==> src/core/timer8_pkg.sv <==
// Constants, field layouts and reset values for the eight-bit waveform timer.
package timer8_pkg;

  localparam logic [2:0] ADDR_CONTROL = 3'h0;
  localparam logic [2:0] ADDR_COUNT   = 3'h1;
  localparam logic [2:0] ADDR_COMPARE = 3'h2;
  localparam logic [2:0] ADDR_FLAGS   = 3'h3;
  localparam logic [2:0] ADDR_PORT    = 3'h4;

  localparam int CTRL_FORCE_BIT = 7;
  localparam int CTRL_WGM0_BIT  = 6;
  localparam int CTRL_COM_HI    = 5;
  localparam int CTRL_COM_LO    = 4;
  localparam int CTRL_WGM1_BIT  = 3;
  localparam int CTRL_CS_HI     = 2;

  localparam int FLAG_OVF_BIT = 0;
  localparam int FLAG_CMP_BIT = 1;
  localparam int PORT_OUT_BIT = 0;
  localparam int PORT_DIR_BIT = 1;

  localparam logic [1:0] WGM_NORMAL    = 2'h0;
  localparam logic [1:0] WGM_PHASE     = 2'h1;
  localparam logic [1:0] WGM_CLEAR     = 2'h2;
  localparam logic [1:0] WGM_FAST      = 2'h3;

  localparam logic [1:0] COM_OFF    = 2'h0;
  localparam logic [1:0] COM_TOGGLE = 2'h1;
  localparam logic [1:0] COM_CLEAR  = 2'h2;
  localparam logic [1:0] COM_SET    = 2'h3;

  localparam logic [7:0] COUNT_BOTTOM = 8'h00;
  localparam logic [7:0] COUNT_MAX    = 8'hff;

  localparam logic [2:0] CS_STOP = 3'h0;
  localparam logic [9:0] PRESC_MASK_1    = 10'h000;
  localparam logic [9:0] PRESC_MASK_8    = 10'h007;
  localparam logic [9:0] PRESC_MASK_64   = 10'h03f;
  localparam logic [9:0] PRESC_MASK_256  = 10'h0ff;
  localparam logic [9:0] PRESC_MASK_1024 = 10'h3ff;

  localparam logic [7:0] RESET_BYTE  = 8'h00;
  localparam logic [9:0] RESET_PRESC = 10'h000;

endpackage

==> src/core/timer8_waveform.sv <==
// Eight-bit timer with compare output unit, pin override and three counting modes.
//
// Decided for this implementation: the address-and-strobe port and the placing of the registers.
`timescale 1ns/1ps
module timer8_waveform (
  input  wire logic       clk_sys_i,
  input  wire logic       rst_i,
  input  wire logic [2:0] addr_i,
  input  wire logic [7:0] wdata_i,
  input  wire logic       wr_i,
  input  wire logic       rd_i,
  output logic      [7:0] rdata_o,
  output logic            pin_o,
  output logic            pin_oe_o,
  output logic            overflow_flag_o,
  output logic            compare_flag_o,
  output logic            compare_output_state_o
);

  typedef struct packed {
    logic [7:0] count_value;
    logic [7:0] compare_value;
    logic [7:0] compare_buffer;
    logic [1:0] compare_output_mode;
    logic [1:0] waveform_mode;
    logic [2:0] clock_select;
    logic [9:0] presc;
    logic       overflow_flag;
    logic       compare_flag;
    logic       compare_output_state;
    logic       match_block;
    logic       port_out;
    logic       pin_direction_bit;
    logic [7:0] rdata;
  } state_type;

  state_type s_q;
  state_type s_d;

  logic       tick;
  logic [9:0] presc_mask;
  logic       hit;
  logic       fast_mode;
  logic       cnt_wr;
  logic       force_now;
  logic       at_max;
  logic       ovf_set;
  logic       cmp_set;

  // The prescaler runs only while a clock is selected, so a stopped timer has no ticks.
  always_comb begin
    case (s_q.clock_select)
      3'h1:    presc_mask = timer8_pkg::PRESC_MASK_1;
      3'h2:    presc_mask = timer8_pkg::PRESC_MASK_8;
      3'h3:    presc_mask = timer8_pkg::PRESC_MASK_64;
      3'h4:    presc_mask = timer8_pkg::PRESC_MASK_256;
      default: presc_mask = timer8_pkg::PRESC_MASK_1024;
    endcase
  end

  assign tick = (s_q.clock_select != timer8_pkg::CS_STOP)
                && ((s_q.presc & presc_mask) == presc_mask)
                && (s_q.clock_select <= 3'h5);
  assign fast_mode = (s_q.waveform_mode == timer8_pkg::WGM_FAST);
  assign at_max    = (s_q.count_value == timer8_pkg::COUNT_MAX);
  // A counter equal to the compare value is a match unless a counter write blocks it.
  assign hit       = (s_q.count_value == s_q.compare_value) && !s_q.match_block;
  assign cnt_wr    = wr_i && (addr_i == timer8_pkg::ADDR_COUNT);
  assign force_now = wr_i && (addr_i == timer8_pkg::ADDR_CONTROL)
                     && wdata_i[timer8_pkg::CTRL_FORCE_BIT]
                     && !wdata_i[timer8_pkg::CTRL_WGM0_BIT];
  // Hardware set events, kept apart so that a same-cycle software clear always loses.
  assign ovf_set   = tick && at_max && (s_q.waveform_mode != timer8_pkg::WGM_PHASE);
  assign cmp_set   = tick && hit && (s_q.waveform_mode != timer8_pkg::WGM_PHASE);

  always_comb begin
    s_d       = s_q;
    s_d.rdata = timer8_pkg::RESET_BYTE;
    if (s_q.clock_select != timer8_pkg::CS_STOP) begin
      s_d.presc = s_q.presc + 10'h001;
    end
    if (tick) begin
      s_d.match_block = 1'b0;
      // Counting depends on the waveform mode, and in clear mode on the compare match as well.
      case (s_q.waveform_mode)
        timer8_pkg::WGM_NORMAL: begin
          s_d.count_value = s_q.count_value + 8'h01;
          if (at_max) begin
            s_d.overflow_flag = 1'b1;
          end
        end
        timer8_pkg::WGM_CLEAR: begin
          // A compare value below the count is missed until the counter wraps.
          if (hit) begin
            s_d.count_value = timer8_pkg::COUNT_BOTTOM;
          end else begin
            s_d.count_value = s_q.count_value + 8'h01;
          end
          if (at_max) begin
            s_d.overflow_flag = 1'b1;
          end
        end
        timer8_pkg::WGM_FAST: begin
          s_d.count_value = s_q.count_value + 8'h01;
          if (at_max) begin
            s_d.overflow_flag = 1'b1;
            s_d.compare_value = s_q.compare_buffer;
          end
        end
        default: begin
          s_d.count_value = s_q.count_value;
        end
      endcase
      if (hit && s_q.waveform_mode != timer8_pkg::WGM_PHASE) begin
        s_d.compare_flag = 1'b1;
      end
      // Match action; output mode zero leaves the state alone in every mode.
      if (s_q.waveform_mode != timer8_pkg::WGM_PHASE) begin
        case (s_q.compare_output_mode)
          timer8_pkg::COM_TOGGLE: begin
            if (hit) begin
              s_d.compare_output_state = !s_q.compare_output_state;
            end
          end
          timer8_pkg::COM_CLEAR: begin
            // At bottom the set wins, so compare 0xff holds a constant level.
            if (fast_mode && at_max) begin
              s_d.compare_output_state = 1'b1;
            end else if (hit) begin
              s_d.compare_output_state = 1'b0;
            end
          end
          timer8_pkg::COM_SET: begin
            if (fast_mode && at_max) begin
              s_d.compare_output_state = 1'b0;
            end else if (hit) begin
              s_d.compare_output_state = 1'b1;
            end
          end
          default: begin
            s_d.compare_output_state = s_q.compare_output_state;
          end
        endcase
      end
    end
    // The forced match uses the old output mode and touches neither flag nor counter.
    if (force_now && !fast_mode) begin
      case (s_q.compare_output_mode)
        timer8_pkg::COM_TOGGLE: s_d.compare_output_state = !s_q.compare_output_state;
        timer8_pkg::COM_CLEAR:  s_d.compare_output_state = 1'b0;
        timer8_pkg::COM_SET:    s_d.compare_output_state = 1'b1;
        default:                s_d.compare_output_state = s_q.compare_output_state;
      endcase
    end
    if (wr_i) begin
      case (addr_i)
        timer8_pkg::ADDR_CONTROL: begin
          s_d.compare_output_mode = wdata_i[timer8_pkg::CTRL_COM_HI:timer8_pkg::CTRL_COM_LO];
          s_d.waveform_mode = {wdata_i[timer8_pkg::CTRL_WGM1_BIT],
                               wdata_i[timer8_pkg::CTRL_WGM0_BIT]};
          s_d.clock_select = wdata_i[timer8_pkg::CTRL_CS_HI:0];
        end
        timer8_pkg::ADDR_COUNT: begin
          // A software write beats counting and blocks the next timer cycle's match.
          s_d.count_value = wdata_i;
          s_d.match_block = 1'b1;
        end
        timer8_pkg::ADDR_COMPARE: begin
          s_d.compare_buffer = wdata_i;
          if (s_q.waveform_mode[0] == 1'b0) begin
            s_d.compare_value = wdata_i;
          end
        end
        timer8_pkg::ADDR_FLAGS: begin
          // Writing one clears a flag, but a flag set in the same cycle survives.
          if (wdata_i[timer8_pkg::FLAG_OVF_BIT] && !ovf_set) begin
            s_d.overflow_flag = 1'b0;
          end
          if (wdata_i[timer8_pkg::FLAG_CMP_BIT] && !cmp_set) begin
            s_d.compare_flag = 1'b0;
          end
        end
        timer8_pkg::ADDR_PORT: begin
          s_d.port_out          = wdata_i[timer8_pkg::PORT_OUT_BIT];
          s_d.pin_direction_bit = wdata_i[timer8_pkg::PORT_DIR_BIT];
        end
        default: begin
          s_d.port_out = s_q.port_out;
        end
      endcase
    end
    if (rd_i) begin
      case (addr_i)
        timer8_pkg::ADDR_CONTROL: s_d.rdata = {1'b0, s_q.waveform_mode[0],
                                               s_q.compare_output_mode,
                                               s_q.waveform_mode[1], s_q.clock_select};
        timer8_pkg::ADDR_COUNT:   s_d.rdata = s_q.count_value;
        timer8_pkg::ADDR_COMPARE: s_d.rdata = s_q.compare_buffer;
        timer8_pkg::ADDR_FLAGS:   s_d.rdata = {6'h00, s_q.compare_flag, s_q.overflow_flag};
        timer8_pkg::ADDR_PORT:    s_d.rdata = {6'h00, s_q.pin_direction_bit, s_q.port_out};
        default:                  s_d.rdata = timer8_pkg::RESET_BYTE;
      endcase
    end
  end

  always_ff @(posedge clk_sys_i or posedge rst_i) begin
    if (rst_i) begin
      s_q <= '0;
    end else begin
      s_q <= s_d;
    end
  end

  // Override depends on the output mode only, never on the waveform mode.
  assign pin_o = (s_q.compare_output_mode != timer8_pkg::COM_OFF) ?
                 s_q.compare_output_state : s_q.port_out;
  assign pin_oe_o               = s_q.pin_direction_bit;
  assign rdata_o                = s_q.rdata;
  assign overflow_flag_o        = s_q.overflow_flag;
  assign compare_flag_o         = s_q.compare_flag;
  assign compare_output_state_o = s_q.compare_output_state;

  property p_pin_override;
    @(posedge clk_sys_i) disable iff (rst_i)
      (s_q.compare_output_mode != timer8_pkg::COM_OFF) |-> (pin_o == s_q.compare_output_state);
  endproperty
  a_pin_override: assert property (p_pin_override) else $error("pin not overridden");

  property p_pin_dir;
    @(posedge clk_sys_i) disable iff (rst_i)
      (wr_i && addr_i == timer8_pkg::ADDR_PORT) |=> (pin_oe_o == $past(wdata_i[1]));
  endproperty
  a_pin_dir: assert property (p_pin_dir) else $error("pin direction wrong");

  property p_normal_count;
    @(posedge clk_sys_i) disable iff (rst_i)
      (tick && !wr_i && s_q.waveform_mode == timer8_pkg::WGM_NORMAL)
      |=> (s_q.count_value == $past(s_q.count_value) + 8'h01);
  endproperty
  a_normal_count: assert property (p_normal_count) else $error("normal count wrong");

  property p_normal_ovf;
    @(posedge clk_sys_i) disable iff (rst_i)
      (tick && !wr_i && at_max && s_q.waveform_mode == timer8_pkg::WGM_NORMAL)
      |=> (overflow_flag_o && s_q.count_value == timer8_pkg::COUNT_BOTTOM);
  endproperty
  a_normal_ovf: assert property (p_normal_ovf) else $error("overflow not set");

  property p_clear_top;
    @(posedge clk_sys_i) disable iff (rst_i)
      (tick && hit && !wr_i && s_q.waveform_mode == timer8_pkg::WGM_CLEAR)
      |=> (s_q.count_value == timer8_pkg::COUNT_BOTTOM && compare_flag_o);
  endproperty
  a_clear_top: assert property (p_clear_top) else $error("clear on match failed");

  property p_block;
    @(posedge clk_sys_i) disable iff (rst_i)
      cnt_wr |=> (s_q.match_block && !hit);
  endproperty
  a_block: assert property (p_block) else $error("match not blocked");

  property p_force_no_flag;
    @(posedge clk_sys_i) disable iff (rst_i)
      (force_now && !tick) |=> $stable(compare_flag_o) && $stable(s_q.count_value);
  endproperty
  a_force_no_flag: assert property (p_force_no_flag) else $error("force touched flag");

  property p_mode_off;
    @(posedge clk_sys_i) disable iff (rst_i)
      (s_q.compare_output_mode == timer8_pkg::COM_OFF) |=> $stable(compare_output_state_o);
  endproperty
  a_mode_off: assert property (p_mode_off) else $error("state moved in mode zero");

  property p_fast_set;
    @(posedge clk_sys_i) disable iff (rst_i)
      (tick && at_max && fast_mode && s_q.compare_output_mode == timer8_pkg::COM_CLEAR)
      |=> compare_output_state_o;
  endproperty
  a_fast_set: assert property (p_fast_set) else $error("bottom set missed");

  property p_fast_clr;
    @(posedge clk_sys_i) disable iff (rst_i)
      (tick && at_max && fast_mode && s_q.compare_output_mode == timer8_pkg::COM_SET)
      |=> !compare_output_state_o;
  endproperty
  a_fast_clr: assert property (p_fast_clr) else $error("bottom clear missed");

  property p_fast_ovf;
    @(posedge clk_sys_i) disable iff (rst_i)
      (tick && at_max && fast_mode) |=> overflow_flag_o;
  endproperty
  a_fast_ovf: assert property (p_fast_ovf) else $error("fast overflow missed");

  property p_fast_wrap;
    @(posedge clk_sys_i) disable iff (rst_i)
      (tick && at_max && fast_mode && !cnt_wr)
      |=> (s_q.count_value == timer8_pkg::COUNT_BOTTOM);
  endproperty
  a_fast_wrap: assert property (p_fast_wrap) else $error("fast wrap wrong");

  property p_reload;
    @(posedge clk_sys_i) disable iff (rst_i)
      (tick && at_max && fast_mode) |=> (s_q.compare_value == $past(s_q.compare_buffer));
  endproperty
  a_reload: assert property (p_reload) else $error("compare reload wrong");

  property p_toggle;
    @(posedge clk_sys_i) disable iff (rst_i)
      (tick && hit && s_q.waveform_mode == timer8_pkg::WGM_CLEAR
       && s_q.compare_output_mode == timer8_pkg::COM_TOGGLE)
      |=> (compare_output_state_o != $past(compare_output_state_o));
  endproperty
  a_toggle: assert property (p_toggle) else $error("toggle missed");

  property p_clear_ovf;
    @(posedge clk_sys_i) disable iff (rst_i)
      (tick && at_max && s_q.waveform_mode == timer8_pkg::WGM_CLEAR) |=> overflow_flag_o;
  endproperty
  a_clear_ovf: assert property (p_clear_ovf) else $error("wrap overflow missed");

  property p_cmp_set;
    @(posedge clk_sys_i) disable iff (rst_i)
      (tick && hit && s_q.waveform_mode != timer8_pkg::WGM_PHASE) |=> compare_flag_o;
  endproperty
  a_cmp_set: assert property (p_cmp_set) else $error("compare flag missed");

  // Only software may drop the overflow flag; counting must never clear it.
  property p_ovf_hold;
    @(posedge clk_sys_i) disable iff (rst_i)
      (overflow_flag_o && !(wr_i && addr_i == timer8_pkg::ADDR_FLAGS
                            && wdata_i[timer8_pkg::FLAG_OVF_BIT])) |=> overflow_flag_o;
  endproperty
  a_ovf_hold: assert property (p_ovf_hold) else $error("overflow cleared by count");

  property p_direct;
    @(posedge clk_sys_i) disable iff (rst_i)
      (wr_i && addr_i == timer8_pkg::ADDR_COMPARE && !s_q.waveform_mode[0])
      |=> (s_q.compare_value == $past(wdata_i));
  endproperty
  a_direct: assert property (p_direct) else $error("direct compare write lost");

  property p_phase_hold;
    @(posedge clk_sys_i) disable iff (rst_i)
      (tick && !cnt_wr && s_q.waveform_mode == timer8_pkg::WGM_PHASE)
      |=> $stable(s_q.count_value);
  endproperty
  a_phase_hold: assert property (p_phase_hold) else $error("phase mode counted");

  property p_port_src;
    @(posedge clk_sys_i) disable iff (rst_i)
      (s_q.compare_output_mode == timer8_pkg::COM_OFF) |-> (pin_o == s_q.port_out);
  endproperty
  a_port_src: assert property (p_port_src) else $error("port value not on pin");

  property p_reset_state;
    @(posedge clk_sys_i) rst_i |-> !compare_output_state_o;
  endproperty
  a_reset_state: assert property (p_reset_state) else $error("state not cleared");

  property p_force;
    @(posedge clk_sys_i) disable iff (rst_i)
      (force_now && !fast_mode && s_q.compare_output_mode[1])
      |=> (compare_output_state_o == $past(s_q.compare_output_mode[0]));
  endproperty
  a_force: assert property (p_force) else $error("forced action wrong");

  c_clear_match: cover property (@(posedge clk_sys_i) disable iff (rst_i)
    tick && hit && s_q.waveform_mode == timer8_pkg::WGM_CLEAR);
  c_fast_wrap: cover property (@(posedge clk_sys_i) disable iff (rst_i)
    tick && at_max && fast_mode);
  c_force: cover property (@(posedge clk_sys_i) disable iff (rst_i) force_now);
  c_slow_tick: cover property (@(posedge clk_sys_i) disable iff (rst_i)
    tick && s_q.clock_select != 3'h1);
  c_flag_race: cover property (@(posedge clk_sys_i) disable iff (rst_i)
    ovf_set && wr_i && addr_i == timer8_pkg::ADDR_FLAGS);

endmodule

==> config.mk <==
export PLATFORM = sky130hd
export DESIGN_NAME = timer8_waveform
export DESIGN_NICKNAME = d
export VERILOG_FILES = /design/src/core/timer8_pkg.sv /design/src/core/timer8_waveform.sv
export SDC_FILE = /design/constraint.sdc
export NUM_CORES = 1
export LEC_CHECK = 0
export ABC_AREA = 1
export BUFFER_PORTS_ARGS = -buffer_cell sky130_fd_sc_hd__buf_2
export CAP_MARGIN = 10
export CORE_ASPECT_RATIO = 0.7
export CORE_MARGIN = 5
export CORE_UTILIZATION = 55
export CTS_BUF_LIST = sky130_fd_sc_hd__clkbuf_8 sky130_fd_sc_hd__clkbuf_16
export CTS_CLUSTER_DIAMETER = 80
export DETAILED_ROUTE_END_ITERATION = 10
export PLACE_DENSITY = 0.77
export SLEW_MARGIN = 20
export SYNTH_ARGS = -nofsm -noshare
export SYNTH_HDL_FRONTEND = slang
export SYNTH_SLANG_ARGS = --single-unit
==> constraint.sdc <==
create_clock -name clk_sys_i -period 3.4 [get_ports clk_sys_i]
set_clock_uncertainty 0.15 [all_clocks]
set_input_delay 0.51 -clock clk_sys_i [delete_from_list [all_inputs] [get_ports clk_sys_i]]
set_output_delay 0.51 -clock clk_sys_i [all_outputs]
set_load 0.01 [all_outputs]
Word level (Yosys, flattened, before mapping). Cells that the tools add are included. W data, S select, Z words.

Latch bits: 0. Flip-flop bits (word level): 55. Memories: 0. ROM bits: 0. Bits in writable memories: 0.

Mux-type cells: 35. Divide/modulo/power cells: 0. Eq/ne operators: 20. Reductions and logical operators: 34. Bitwise logic cells: 1. $mul: 0. Shifts and indexed selects: 0. Add/sub/neg operators: 2. Magnitude comparators: 1.

Operators with widths (count): $mux W8 (6); $pmux W10 S4 (1); $pmux W8 S5 (1); $mux W16 (2); $mux W31 (1); $mux W1 (16); $pmux W8 S2 (1); $logic_and A1 B1 Y1 (15); $eq A3 B2 Y1 const B (4); $add A10 B1 Y10 const B (1); $and A10 B10 Y10 (1); $eq A10 B10 Y1 (1); $add A8 B1 Y8 const B (1); $eq A2 B2 Y1 const B (4); $eq A8 B8 Y1 (1); $eq A8 B8 Y1 const B (1); $ne A4 B4 Y1 const B (2); $mux W7 (1); $eq A3 B1 Y1 const B (2); $eq A3 B3 Y1 const B (2); $logic_not A1 Y1 (6); $pmux W1 S3 (2); $reduce_and A2 Y1 (3); $reduce_and A6 Y1 (1); 13 further kinds (17).

Longest topological paths before layout. Gate-level depths: netlist (run 1).

Word-level depth: 13. Mapped depth: 13.

Least setup slack after synthesis (run 1). Ideal clock, no wire load.

Path kind: input to register. Start point: input addr_i[2]. End point: register s_q[45] in the netlist's numbering. Setup time: 127 ps. Slack: 1700 ps. Data arrival time: 1423 ps. Stages on the path: 9. Path buffers: 1. Path through: nor3_4 -> inv_2 -> nor2_4 -> inv_2 -> nor2_4 -> inv_2 -> buf_6 -> o21ai_0 -> o22ai_1.

RTL lines: start: declaration (RTL line timer8_waveform.sv:8) `input wire logic [2:0] addr_i,`; end signal: assignment (RTL line timer8_waveform.sv:208) `s_q <= '0;`; end signal: assignment (RTL line timer8_waveform.sv:210) `s_q <= s_d;`; end: declaration (RTL line timer8_waveform.sv:37) `state_type s_q;`.

==> results of run 1 <==
## worst max-delay path, stage by stage (launching register included)
cell,delay (ns)
dfrtp_1,0.42
inv_1,0.20
nand3_1,0.15
nand2_4,0.11
inv_2,0.04
nor2_4,0.32
nand2_1,0.25
o21ai_0,0.31
o22ai_1,0.12
## metrics by stage
step	setup slack (ns)	instances	total power (µW)	utilization
6_report	1.195	487	2049	0.6225
5_1_grt	1.105	487	2203	0.6225
4_1_cts	1.279	487	2045	0.6225
3_5_place_dp	1.270	480	1627	0.6033
3_3_place_gp	1.327	480	1611	0.6033
2_1_floorplan	1.397	393	1438	-
## cells by family after synthesis
group	Yosys count	synth area share
and+or+nand+nor	168	0.2544
muxes	1	0.003651
AOI/OAI and AO/OA	74	0.1314
adders and majority gates	5	0.02028
DFF	55	0.4462
buffers and inverters	78	0.1099
xor gates and xnor gates	12	0.03408
## cell usage after synthesis, types with 3 or more instances
master / instances / area share
a21oi_1: 20 / 0.032
buf_4: 8 / 0.019
dfrtp_1: 55 / 0.45
ha_1: 5 / 0.020
inv_1: 58 / 0.071
inv_2: 7 / 0.0085
nand2_1: 104 / 0.13
nand3_1: 17 / 0.028
nand3_2: 4 / 0.013
nand4_1: 6 / 0.012
nor2_1: 21 / 0.026
nor2_4: 3 / 0.011
o21ai_0: 32 / 0.052
o21ai_1: 3 / 0.0049
o221ai_1: 3 / 0.0085
o22ai_1: 13 / 0.026
xnor2_1: 5 / 0.014
xor2_1: 7 / 0.020
## sequential cells by signal (all words and copies together), names as in the netlist
name / cells
compare_output_state_o: 1
overflow_flag_o: 1
rdata_o: 8
s_q: 43
compare_flag_o: 1
pin_oe_o: 1
## worst min path at each step
stage               slack (ns)     from       to  cells past startpoint
floorplan                 0.29  s_q[10]  s_q[10]                      2
global placement          0.31  s_q[23]  s_q[23]                      1
detailed placement        0.32  s_q[23]  s_q[23]                      1
CTS                       0.05    rst_i  s_q[52]                      2
global route              0.08    rst_i  s_q[10]                      2
finish                    0.04    rst_i  s_q[53]                      2
## cell usage in the layout, fill, tap and decap left out, types with 5 or more instances in the layout
master / netlist / routed
nand4_1: 6 / 6
inv_1: 58 / 58
buf_2: 0 / 27
o22ai_1: 13 / 13
o21ai_0: 32 / 32
ha_1: 5 / 5
nand2_1: 104 / 104
xor2_1: 7 / 7
inv_2: 7 / 8
xnor2_1: 5 / 5
nand3_1: 17 / 17
dfrtp_1: 55 / 55
clkbuf_8: 0 / 5
a21oi_1: 20 / 20
nor2_1: 21 / 21
## power by group
group	leakage, µW	switching, µW	internal, µW	total (µW)
combinational	0.000962	405	237	642
sequential	0.000702	178	812	991
clock	0.0000554	203	213	416
total	0.00172	786	1260	2050
## area by class of cell
type | count | area (µm²)
well taps | 72 | 90.09
clock buffers | 5 | 68.82
flip-flops and latches | 55 | 1376
multi-input cells | 260 | 1369
inverters | 65 | 244.0
clock inverters | 2 | 33.78
repair buffers | 28 | 142.6
fillers | 485 | 2016
## per-layer routing
| metal | GRT usage | vias up | wire length [µm] |
|---|---|---|---|
| li1 | - | 1292 | - |
| met1 | 0.3622 | 1261 | 3665 |
| met2 | 0.3021 | 149 | 3129 |
| met3 | 0.06208 | 15 | 884 |
| met4 | 0.05000 | 0 | 108 |
| met5 | 0 | - | 0 |
==> flow_metrics.env, run 1 <==
export IMPL_worst_pin_slew_ns=0.4584
export IMPL_ys_async_sr_fraction=1.000
export IMPL_synth_warnings=0
export IMPL_r2r_slack_ns=1.19
export IMPL_hold_violations=0
export IMPL_via_per_inst=5.579
export IMPL_grt_pass1_vias=2442
export IMPL_status="finished clean"
export IMPL_vdd_drop_max_v=0.0002559
export IMPL_place_congestion=0.9889
export IMPL_post_cts_buffers=0
export IMPL_dp_hpwl_mm=6.062
export IMPL_final_setup_tns_ns=0
export IMPL_coreArea_mm2=0.005340
export IMPL_power_density_mw_per_mm2=616.3
export IMPL_rr_endpoint="s_q[40]"
export IMPL_critPathCapture="s_q[40]"
export IMPL_htree_num_levels=2
export IMPL_cp_max_fo=14
export IMPL_end_kind="flop"
export IMPL_fp_row_count=22
export IMPL_die_h_um=72.65
export IMPL_ctsRootBufferMaster="clkbuf_8"
export IMPL_cts_tree="yes"
export IMPL_synthDistinctLibCells=32
export IMPL_ys_ff_latch=55
export IMPL_grt_usage=0.2271
export IMPL_whs_ns=0.03704
export IMPL_insertion_delay_ns=0.31
export IMPL_path_clk_slew_ns=0.09
export IMPL_seq_area_frac_synth=0.4462
export IMPL_n_antenna_cell=0
export IMPL_synth_edff_count=0
export IMPL_cts_resized=0
export IMPL_first_iter_violations=327
export IMPL_initial_utilization=0.5776
export IMPL_slew_viol_final=0
export IMPL_dieArea_mm2=0.007229
export IMPL_wl_mm=7.787
export IMPL_arrival_ns=2.24
export IMPL_max_freq_ghz=0.4535
export IMPL_fin_area_mm2=0.003324
export IMPL_syn_avg_cell_area_um2=7.848
export IMPL_num_vias=2717
export IMPL_cts_sinks=55
export IMPL_detail_route_wl_per_cell_um=15.99
export IMPL_rsz0062_at_grt="no"
export IMPL_relSlewSlack=0.6920
export IMPL_cts_buffers=5
export IMPL_drt_pass1_iterations=6
export IMPL_finalCritPeriodShare=0.6486
export IMPL_synth_nets=413
export IMPL_die_w_um=99.51
export IMPL_drt_drc_violations_left=0
export IMPL_grt_pass1_wl_mm=12.83
export IMPL_regToRegStartpoint="s_q[26]"
export IMPL_cap_violations=0
export IMPL_crit_type="reg -> reg"
export IMPL_required_ns=3.43
export IMPL_fin_crit_ns=2.205
export IMPL_overflow=0
export IMPL_drive_above_1_share=0.1446
export IMPL_hp_class="in -> async"
export IMPL_hold_buffers=0
export IMPL_p_leak_uw=0.001719
export IMPL_ys_flop_type="dfrtp_1"
export IMPL_synth_area_mm2=0.003084
export IMPL_cp_startpoint="s_q[26]"
export IMPL_reg2reg_depth=8
export IMPL_antenna_found_initial=0
export IMPL_postPlaceCellArea_mm2=0.003222
export IMPL_start_kind="flop"
export IMPL_finalSetupViolCount=0
export IMPL_ioPinCount=28
export IMPL_clk_path_buf_depth=2
export IMPL_grt_max_degree=36
export IMPL_area_delta_synth_final_pct=7.789
export IMPL_synthCells=393
export IMPL_nNetsFinal=435
export IMPL_port_buffers=27
export IMPL_antenna_left=0
(Power assumes the default switching activity.)
==> inputs of run 2 (changes only) <==
==> constraint.sdc (replaced) <==
create_clock -name clk_sys_i -period 2.2 [get_ports clk_sys_i]
set_clock_uncertainty 0.15 [all_clocks]
set_input_delay 0.33 -clock clk_sys_i [delete_from_list [all_inputs] [get_ports clk_sys_i]]
set_output_delay 0.33 -clock clk_sys_i [all_outputs]
set_load 0.01 [all_outputs]
==> run 2 against run 1 <==
  * Non-clock buffer count is 5 higher
  * Critical path type unchanged
  * Worst setup slack worse by 1.0 ns
  * Worst hold slack gained 0.076 ns
  * Cell area grew 1.3%
  * Utilization grew 0.82 points
  * Final cell count up 1.2%
  * First-iteration DRC count decreased by 12%
  * Die area unchanged
  * Power rose by 52%
  * Clock power is 38% higher
==> flow_metrics.env, run 2 (synthesized netlist as in run 1, its figures left out) <==
export IMPL_drive_above_1_share=0.1568
export IMPL_internal_power_uw=1859
export IMPL_start_kind="flop"
export IMPL_swShare=0.4024
export IMPL_overflow=0
export IMPL_fin_util=0.6307
export IMPL_clockPowerShare=0.185
export IMPL_place_congestion=0.9533
export IMPL_first_iter_violations=288
export IMPL_nNetsFinal=440
export IMPL_cts_sinks=55
export IMPL_max_freq_ghz=0.4932
export IMPL_cap_violations=0
export IMPL_detail_route_wl_per_cell_um=16.12
export IMPL_htree_num_levels=2
export IMPL_cts_buffers=5
export IMPL_path_clk_slew_ns=0.10
export IMPL_final_cell_mix="nand2_1, inv_1, dfrtp_1"
export IMPL_antenna_left=0
export IMPL_wl_mm=7.949
export IMPL_grt_pass1_wl_mm=13.10
export IMPL_p_leak_uw=0.001737
export IMPL_drt_pass1_iterations=5
export IMPL_fillers=503
export IMPL_dp_hpwl_mm=6.203
export IMPL_power_density_mw_per_mm2=923.7
export IMPL_rsz0062_at_grt="no"
export IMPL_p_switching_uw=1252
export IMPL_worst_pin_slew_ns=0.5256
export IMPL_ctsRootBufferMaster="clkbuf_8"
export IMPL_required_ns=2.26
export IMPL_end_kind="flop"
export IMPL_hold_violations=0
export IMPL_num_vias=2680
export IMPL_area_delta_synth_final_pct=9.209
export IMPL_via_per_inst=5.436
export IMPL_coreArea_mm2=0.005340
export IMPL_initial_utilization=0.5776
export IMPL_fp_row_count=22
export IMPL_fin_crit_ns=2.028
export IMPL_antenna_found_initial=0
export IMPL_final_cells=493
export IMPL_relSlewSlack=0.6491
export IMPL_p_comb_frac=0.321
export IMPL_port_buffers=27
export IMPL_arrival_ns=2.09
export IMPL_finalSetupViolCount=0
export IMPL_vdd_drop_max_v=0.0003769
export IMPL_grt_pass1_vias=2508
export IMPL_clk_path_buf_depth=2
export IMPL_n_antenna_cell=0
export IMPL_drt_drc_violations_left=0
export IMPL_whs_ns=0.1127
export IMPL_critical_path_most_common_cell="nand2_4"
export IMPL_final_common_cell="nand2_1"
export IMPL_slew_viol_final=0
export IMPL_ioPinCount=28
export IMPL_die_w_um=99.51
export IMPL_insertion_delay_ns=0.32
export IMPL_final_setup_tns_ns=0
export IMPL_max_stage_delay_ns=0.45
export IMPL_cp_max_fo=14
export IMPL_placedCellCount=484
export IMPL_top_register="s_q"
export IMPL_status="finished clean"
export IMPL_largest_reg_flops=43
export IMPL_crit_type="reg -> reg"
export IMPL_grt_usage=0.2324
export IMPL_seqPwrFrac=0.494
export IMPL_cts_tree="yes"
export IMPL_path_cells="inv_1 -> nand3_4 -> nand2_4 -> nand2_4 -> inv_2 -> nor2_4 -> nand2_1 -> o21ai_0 -> o22ai_1"
export IMPL_cp_slowest_cell="dfrtp_1"
export IMPL_dieArea_mm2=0.007229
export IMPL_die_h_um=72.65
export IMPL_hp_class="in -> reg"
export IMPL_finalCritPeriodShare=0.9216
export IMPL_grt_max_degree=34
==> run 2: cell count changes in the layout (fill, tap and decap cells not counted) <==
cell and delta:
dlygate4sd3_1 +1, inv_1 -1, clkinvlp_4 +1, clkinv_4 +2, bufinv_16 -1, buf_4 +3, buf_12 +1
==> run 2: power by group through the flow <==
stage                     registers, µW  logic, µW  clock network (µW)
final                              1540       1000                 575
after global routing               1580       1130                 629
after CTS                          1520        988                 585
after detailed placement           1540        981                   0
after global placement             1530        956                   0
after floorplan                    1450        776                   0
==> run 2: final timing paths <==
path | start | end | slack, ns | cells past startpoint
worst min-delay path | wdata_i[2] | s_q[49] | 0.11 | 3
worst min register to register | s_q[23] | s_q[23] | 0.34 | 1
max in group asynchronous | rst_i | s_q[39] | 0.92 | 4
worst max-delay path | s_q[24] | s_q[43] | 0.17 | 9
worst max register to register | s_q[24] | s_q[43] | 0.17 | 9
min in group asynchronous | rst_i | s_q[50] | 0.43 | 3
==> run 2: area by class of cell <==
type / count / area [µm²] / share of cell area
sequential: 55 / 1376 / 0.4086
multi-input combinational: 260 / 1369 / 0.4064
inverter: 65 / 244.0 / 0.07244
timing repair buffer: 33 / 195.2 / 0.05795
tap: 72 / 90.09 / 0.02675
clock buffer: 5 / 68.82 / 0.02043
clock inverter: 3 / 25.02 / 0.007429
==> run 2: worst max-delay path: cells and delay by family, from the launching register on <==
family / cells / cell delay, ns
DFF: 1 / 0.45
AOI/OAI and AO/OA: 2 / 0.32
and+or+nand+nor: 5 / 0.84
buffers and inverters: 2 / 0.16
==> run 2: per-layer routing <==
layer | track usage | part of all wire
met3 | 0.07641 | 0.12
met2 | 0.3088 | 0.40
met4 | 0.05152 | 0.012
met1 | 0.3626 | 0.48
met5 | 0 | 0
==> run 2: metrics by stage <==
stage / power (µW) / instance area, µm² / setup WS, ns
global route: 3336 / 3368 / 0.02514
CTS: 3098 / 3368 / 0.1927
global placement: 2491 / 3264 / 0.2830
detailed placement: 2517 / 3264 / 0.2152
finish: 3111 / 3368 / 0.1724
floorplan: 2223 / 3084 / 0.3771
==> run 2: what timing repair did <==
| action | 4_1_cts | 5_1_grt |
|---|---|---|
| hold buffers | 1 | 0 |
| gates resized for setup | 0 | 0 |
| hold endpoints to repair | 22 | 0 |
| buffers inserted | 0 | 0 |
==> inputs of run 3 (changes only) <==
==> constraint.sdc (replaced) <==
create_clock -name clk_sys_i -period 2.2 [get_ports clk_sys_i]
set_clock_uncertainty 0.15 [all_clocks]
set_input_delay 0.44 -clock clk_sys_i [delete_from_list [all_inputs] [get_ports clk_sys_i]]
set_output_delay 0.44 -clock clk_sys_i [all_outputs]
set_load 0.01 [all_outputs]
==> run 3 against run 2 <==
  * Count of clock-buffer cells in the layout unchanged
  * Non-clock buffer count decreased by 1
  * Sequential share of layout area grew 0.12 points
  * Utilization down 0.19 points
  * Routed wire length down 1.0%
  * Final cell count fell by 0.20%
  * Flip-flop and latch count unchanged
  * Largest power group unchanged
  * Cell area down 0.30%
  * Via count increased by 1.5%
  * Sequential power barely moved
  * Global-route usage barely moved
  * The run now ends with hold timing left
  * Critical path depth is 1 higher
==> flow_metrics.env, run 3 (synthesized netlist as in run 1, its figures left out) <==
export IMPL_top_register="s_q"
export IMPL_final_setup_tns_ns=0
export IMPL_relSlewSlack=0.6491
export IMPL_grt_pass1_wl_mm=12.98
export IMPL_crit_buf_inv=3
export IMPL_failed_checks="hold timing"
export IMPL_cp_max_fo=7
export IMPL_largest_reg_flops=43
export IMPL_dp_hpwl_mm=6.259
export IMPL_finalSetupViolCount=0
export IMPL_antenna_found_initial=0
export IMPL_cp_top_family="simple AND/OR/NAND/NOR gates"
export IMPL_num_vias=2719
export IMPL_htree_num_levels=2
export IMPL_cts_buffers=5
export IMPL_clk_path_buf_depth=2
export IMPL_required_ns=2.26
export IMPL_first_iter_violations=248
export IMPL_power_density_mw_per_mm2=930.8
export IMPL_finalPower_uw=3126
export IMPL_drt_pass1_iterations=5
export IMPL_setup_slack_ns=0.2032
export IMPL_regToRegStartpoint="s_q[26]"
export IMPL_crit_type="reg -> reg"
export IMPL_via_per_inst=5.526
export IMPL_die_w_um=99.51
export IMPL_insertion_delay_ns=0.32
export IMPL_arrival_ns=2.05
export IMPL_coreArea_mm2=0.005340
export IMPL_port_buffers=27
export IMPL_finalCritPeriodShare=0.9076
export IMPL_detail_route_wl_per_cell_um=15.99
export IMPL_dieArea_mm2=0.007229
export IMPL_die_h_um=72.65
export IMPL_path_cells="inv_1 -> nand2_1 -> nand2_1 -> inv_1 -> a21oi_1 -> nand3_2 -> inv_2 -> nand3_2 -> nand2_1 -> o21ai_1"
export IMPL_cts_sinks=55
export IMPL_ioPinCount=28
export IMPL_end_kind="flop"
export IMPL_slew_viol_final=0
export IMPL_place_congestion=0.9537
export IMPL_reg2reg_depth=10
export IMPL_hold_violations=10
export IMPL_antenna_left=0
export IMPL_initial_utilization=0.5776
export IMPL_worst_pin_slew_ns=0.5256
export IMPL_status="finished with violations"
export IMPL_p_leak_uw=0.001733
export IMPL_post_cts_buffers=0
export IMPL_drt_drc_violations_left=0
export IMPL_critical_path_most_common_cell="nand2_1"
export IMPL_vdd_drop_max_v=0.0004052
export IMPL_grt_max_degree=34
export IMPL_grt_pass1_vias=2488
export IMPL_r2r_slack_ns=0.20
export IMPL_start_kind="flop"
export IMPL_rsz0062_at_grt="no"
export IMPL_final_common_cell="nand2_1"
export IMPL_ctsRootBufferMaster="clkbuf_8"
export IMPL_whs_ns=-0.004917
export IMPL_grt_usage=0.2326
export IMPL_area_delta_synth_final_pct=8.884
export IMPL_wl_mm=7.868
export IMPL_preCtsSetupSlack_ns=0.2378
export IMPL_drive_above_1_share=0.1571
export IMPL_cap_violations=0
export IMPL_final_cell_mix="nand2_1, inv_1, dfrtp_1"
export IMPL_hp_class="in -> async"
export IMPL_nNetsFinal=439
export IMPL_overflow=0
export IMPL_cts_tree="yes"
export IMPL_max_freq_ghz=0.5008
export IMPL_cts_resized=0
export IMPL_fin_crit_ns=1.997
export IMPL_rr_endpoint="s_q[50]"
export IMPL_hold_buffers=0
export IMPL_path_clk_slew_ns=0.10
export IMPL_max_stage_delay_ns=0.44
export IMPL_fp_row_count=22
export IMPL_n_antenna_cell=0
export IMPL_cp_slowest_cell="dfrtp_1"
[run 3: worst max path at each step]
stage	startpoint	end	slack (ns)	cells after the start
5_1_grt	s_q[27]	s_q[54]	0.08	7
3_3_place_gp	s_q[26]	s_q[53]	0.31	10
4_1_cts	s_q[26]	s_q[50]	0.24	10
2_1_floorplan	rst_i	compare_flag_o	0.27	1
3_5_place_dp	s_q[26]	s_q[50]	0.24	10
6_report	s_q[26]	s_q[50]	0.20	10
[run 3: through the flow]
| stage | cell area, µm² | utilization | cells | hold slack [ns] |
|---|---|---|---|---|
| 6_report | 3358 | 0.6289 | 492 | -0.004917 |
| 5_1_grt | 3358 | 0.6289 | 492 | 0.03130 |
| 4_1_cts | 3358 | 0.6289 | 492 | 0.005631 |
| 3_5_place_dp | 3264 | 0.6113 | 484 | 0.3126 |
| 3_3_place_gp | 3264 | 0.6113 | 484 | 0.3100 |
| 2_1_floorplan | 3084 | - | 393 | 0.2927 |
[run 3: area by class of cell]
| cell class | instances | area [µm²] |
|---|---|---|
| clock buffer | 5 | 68.82 |
| tap | 72 | 90.09 |
| clock inverter | 3 | 25.02 |
| timing repair buffer | 32 | 185.2 |
| multi-input combinational | 260 | 1369 |
| sequential | 55 | 1376 |
| inverter | 65 | 244.0 |
| fill | 485 | 1982 |
[run 3: metal layers]
| metal | global-route usage | up-vias | part of all wire |
|---|---|---|---|
| li1 | - | 1306 | - |
| met3 | 0.05540 | 11 | 0.11 |
| met1 | 0.3721 | 1260 | 0.49 |
| met5 | 0 | - | 0 |
| met2 | 0.3132 | 142 | 0.40 |
| met4 | 0.05455 | 0 | 0.013 |
[run 3: power breakdown]
part	switching [µW]	internal (µW)	total (µW)
Clock	350	229	579
Sequential	293	1250	1550
Combinational	622	377	999
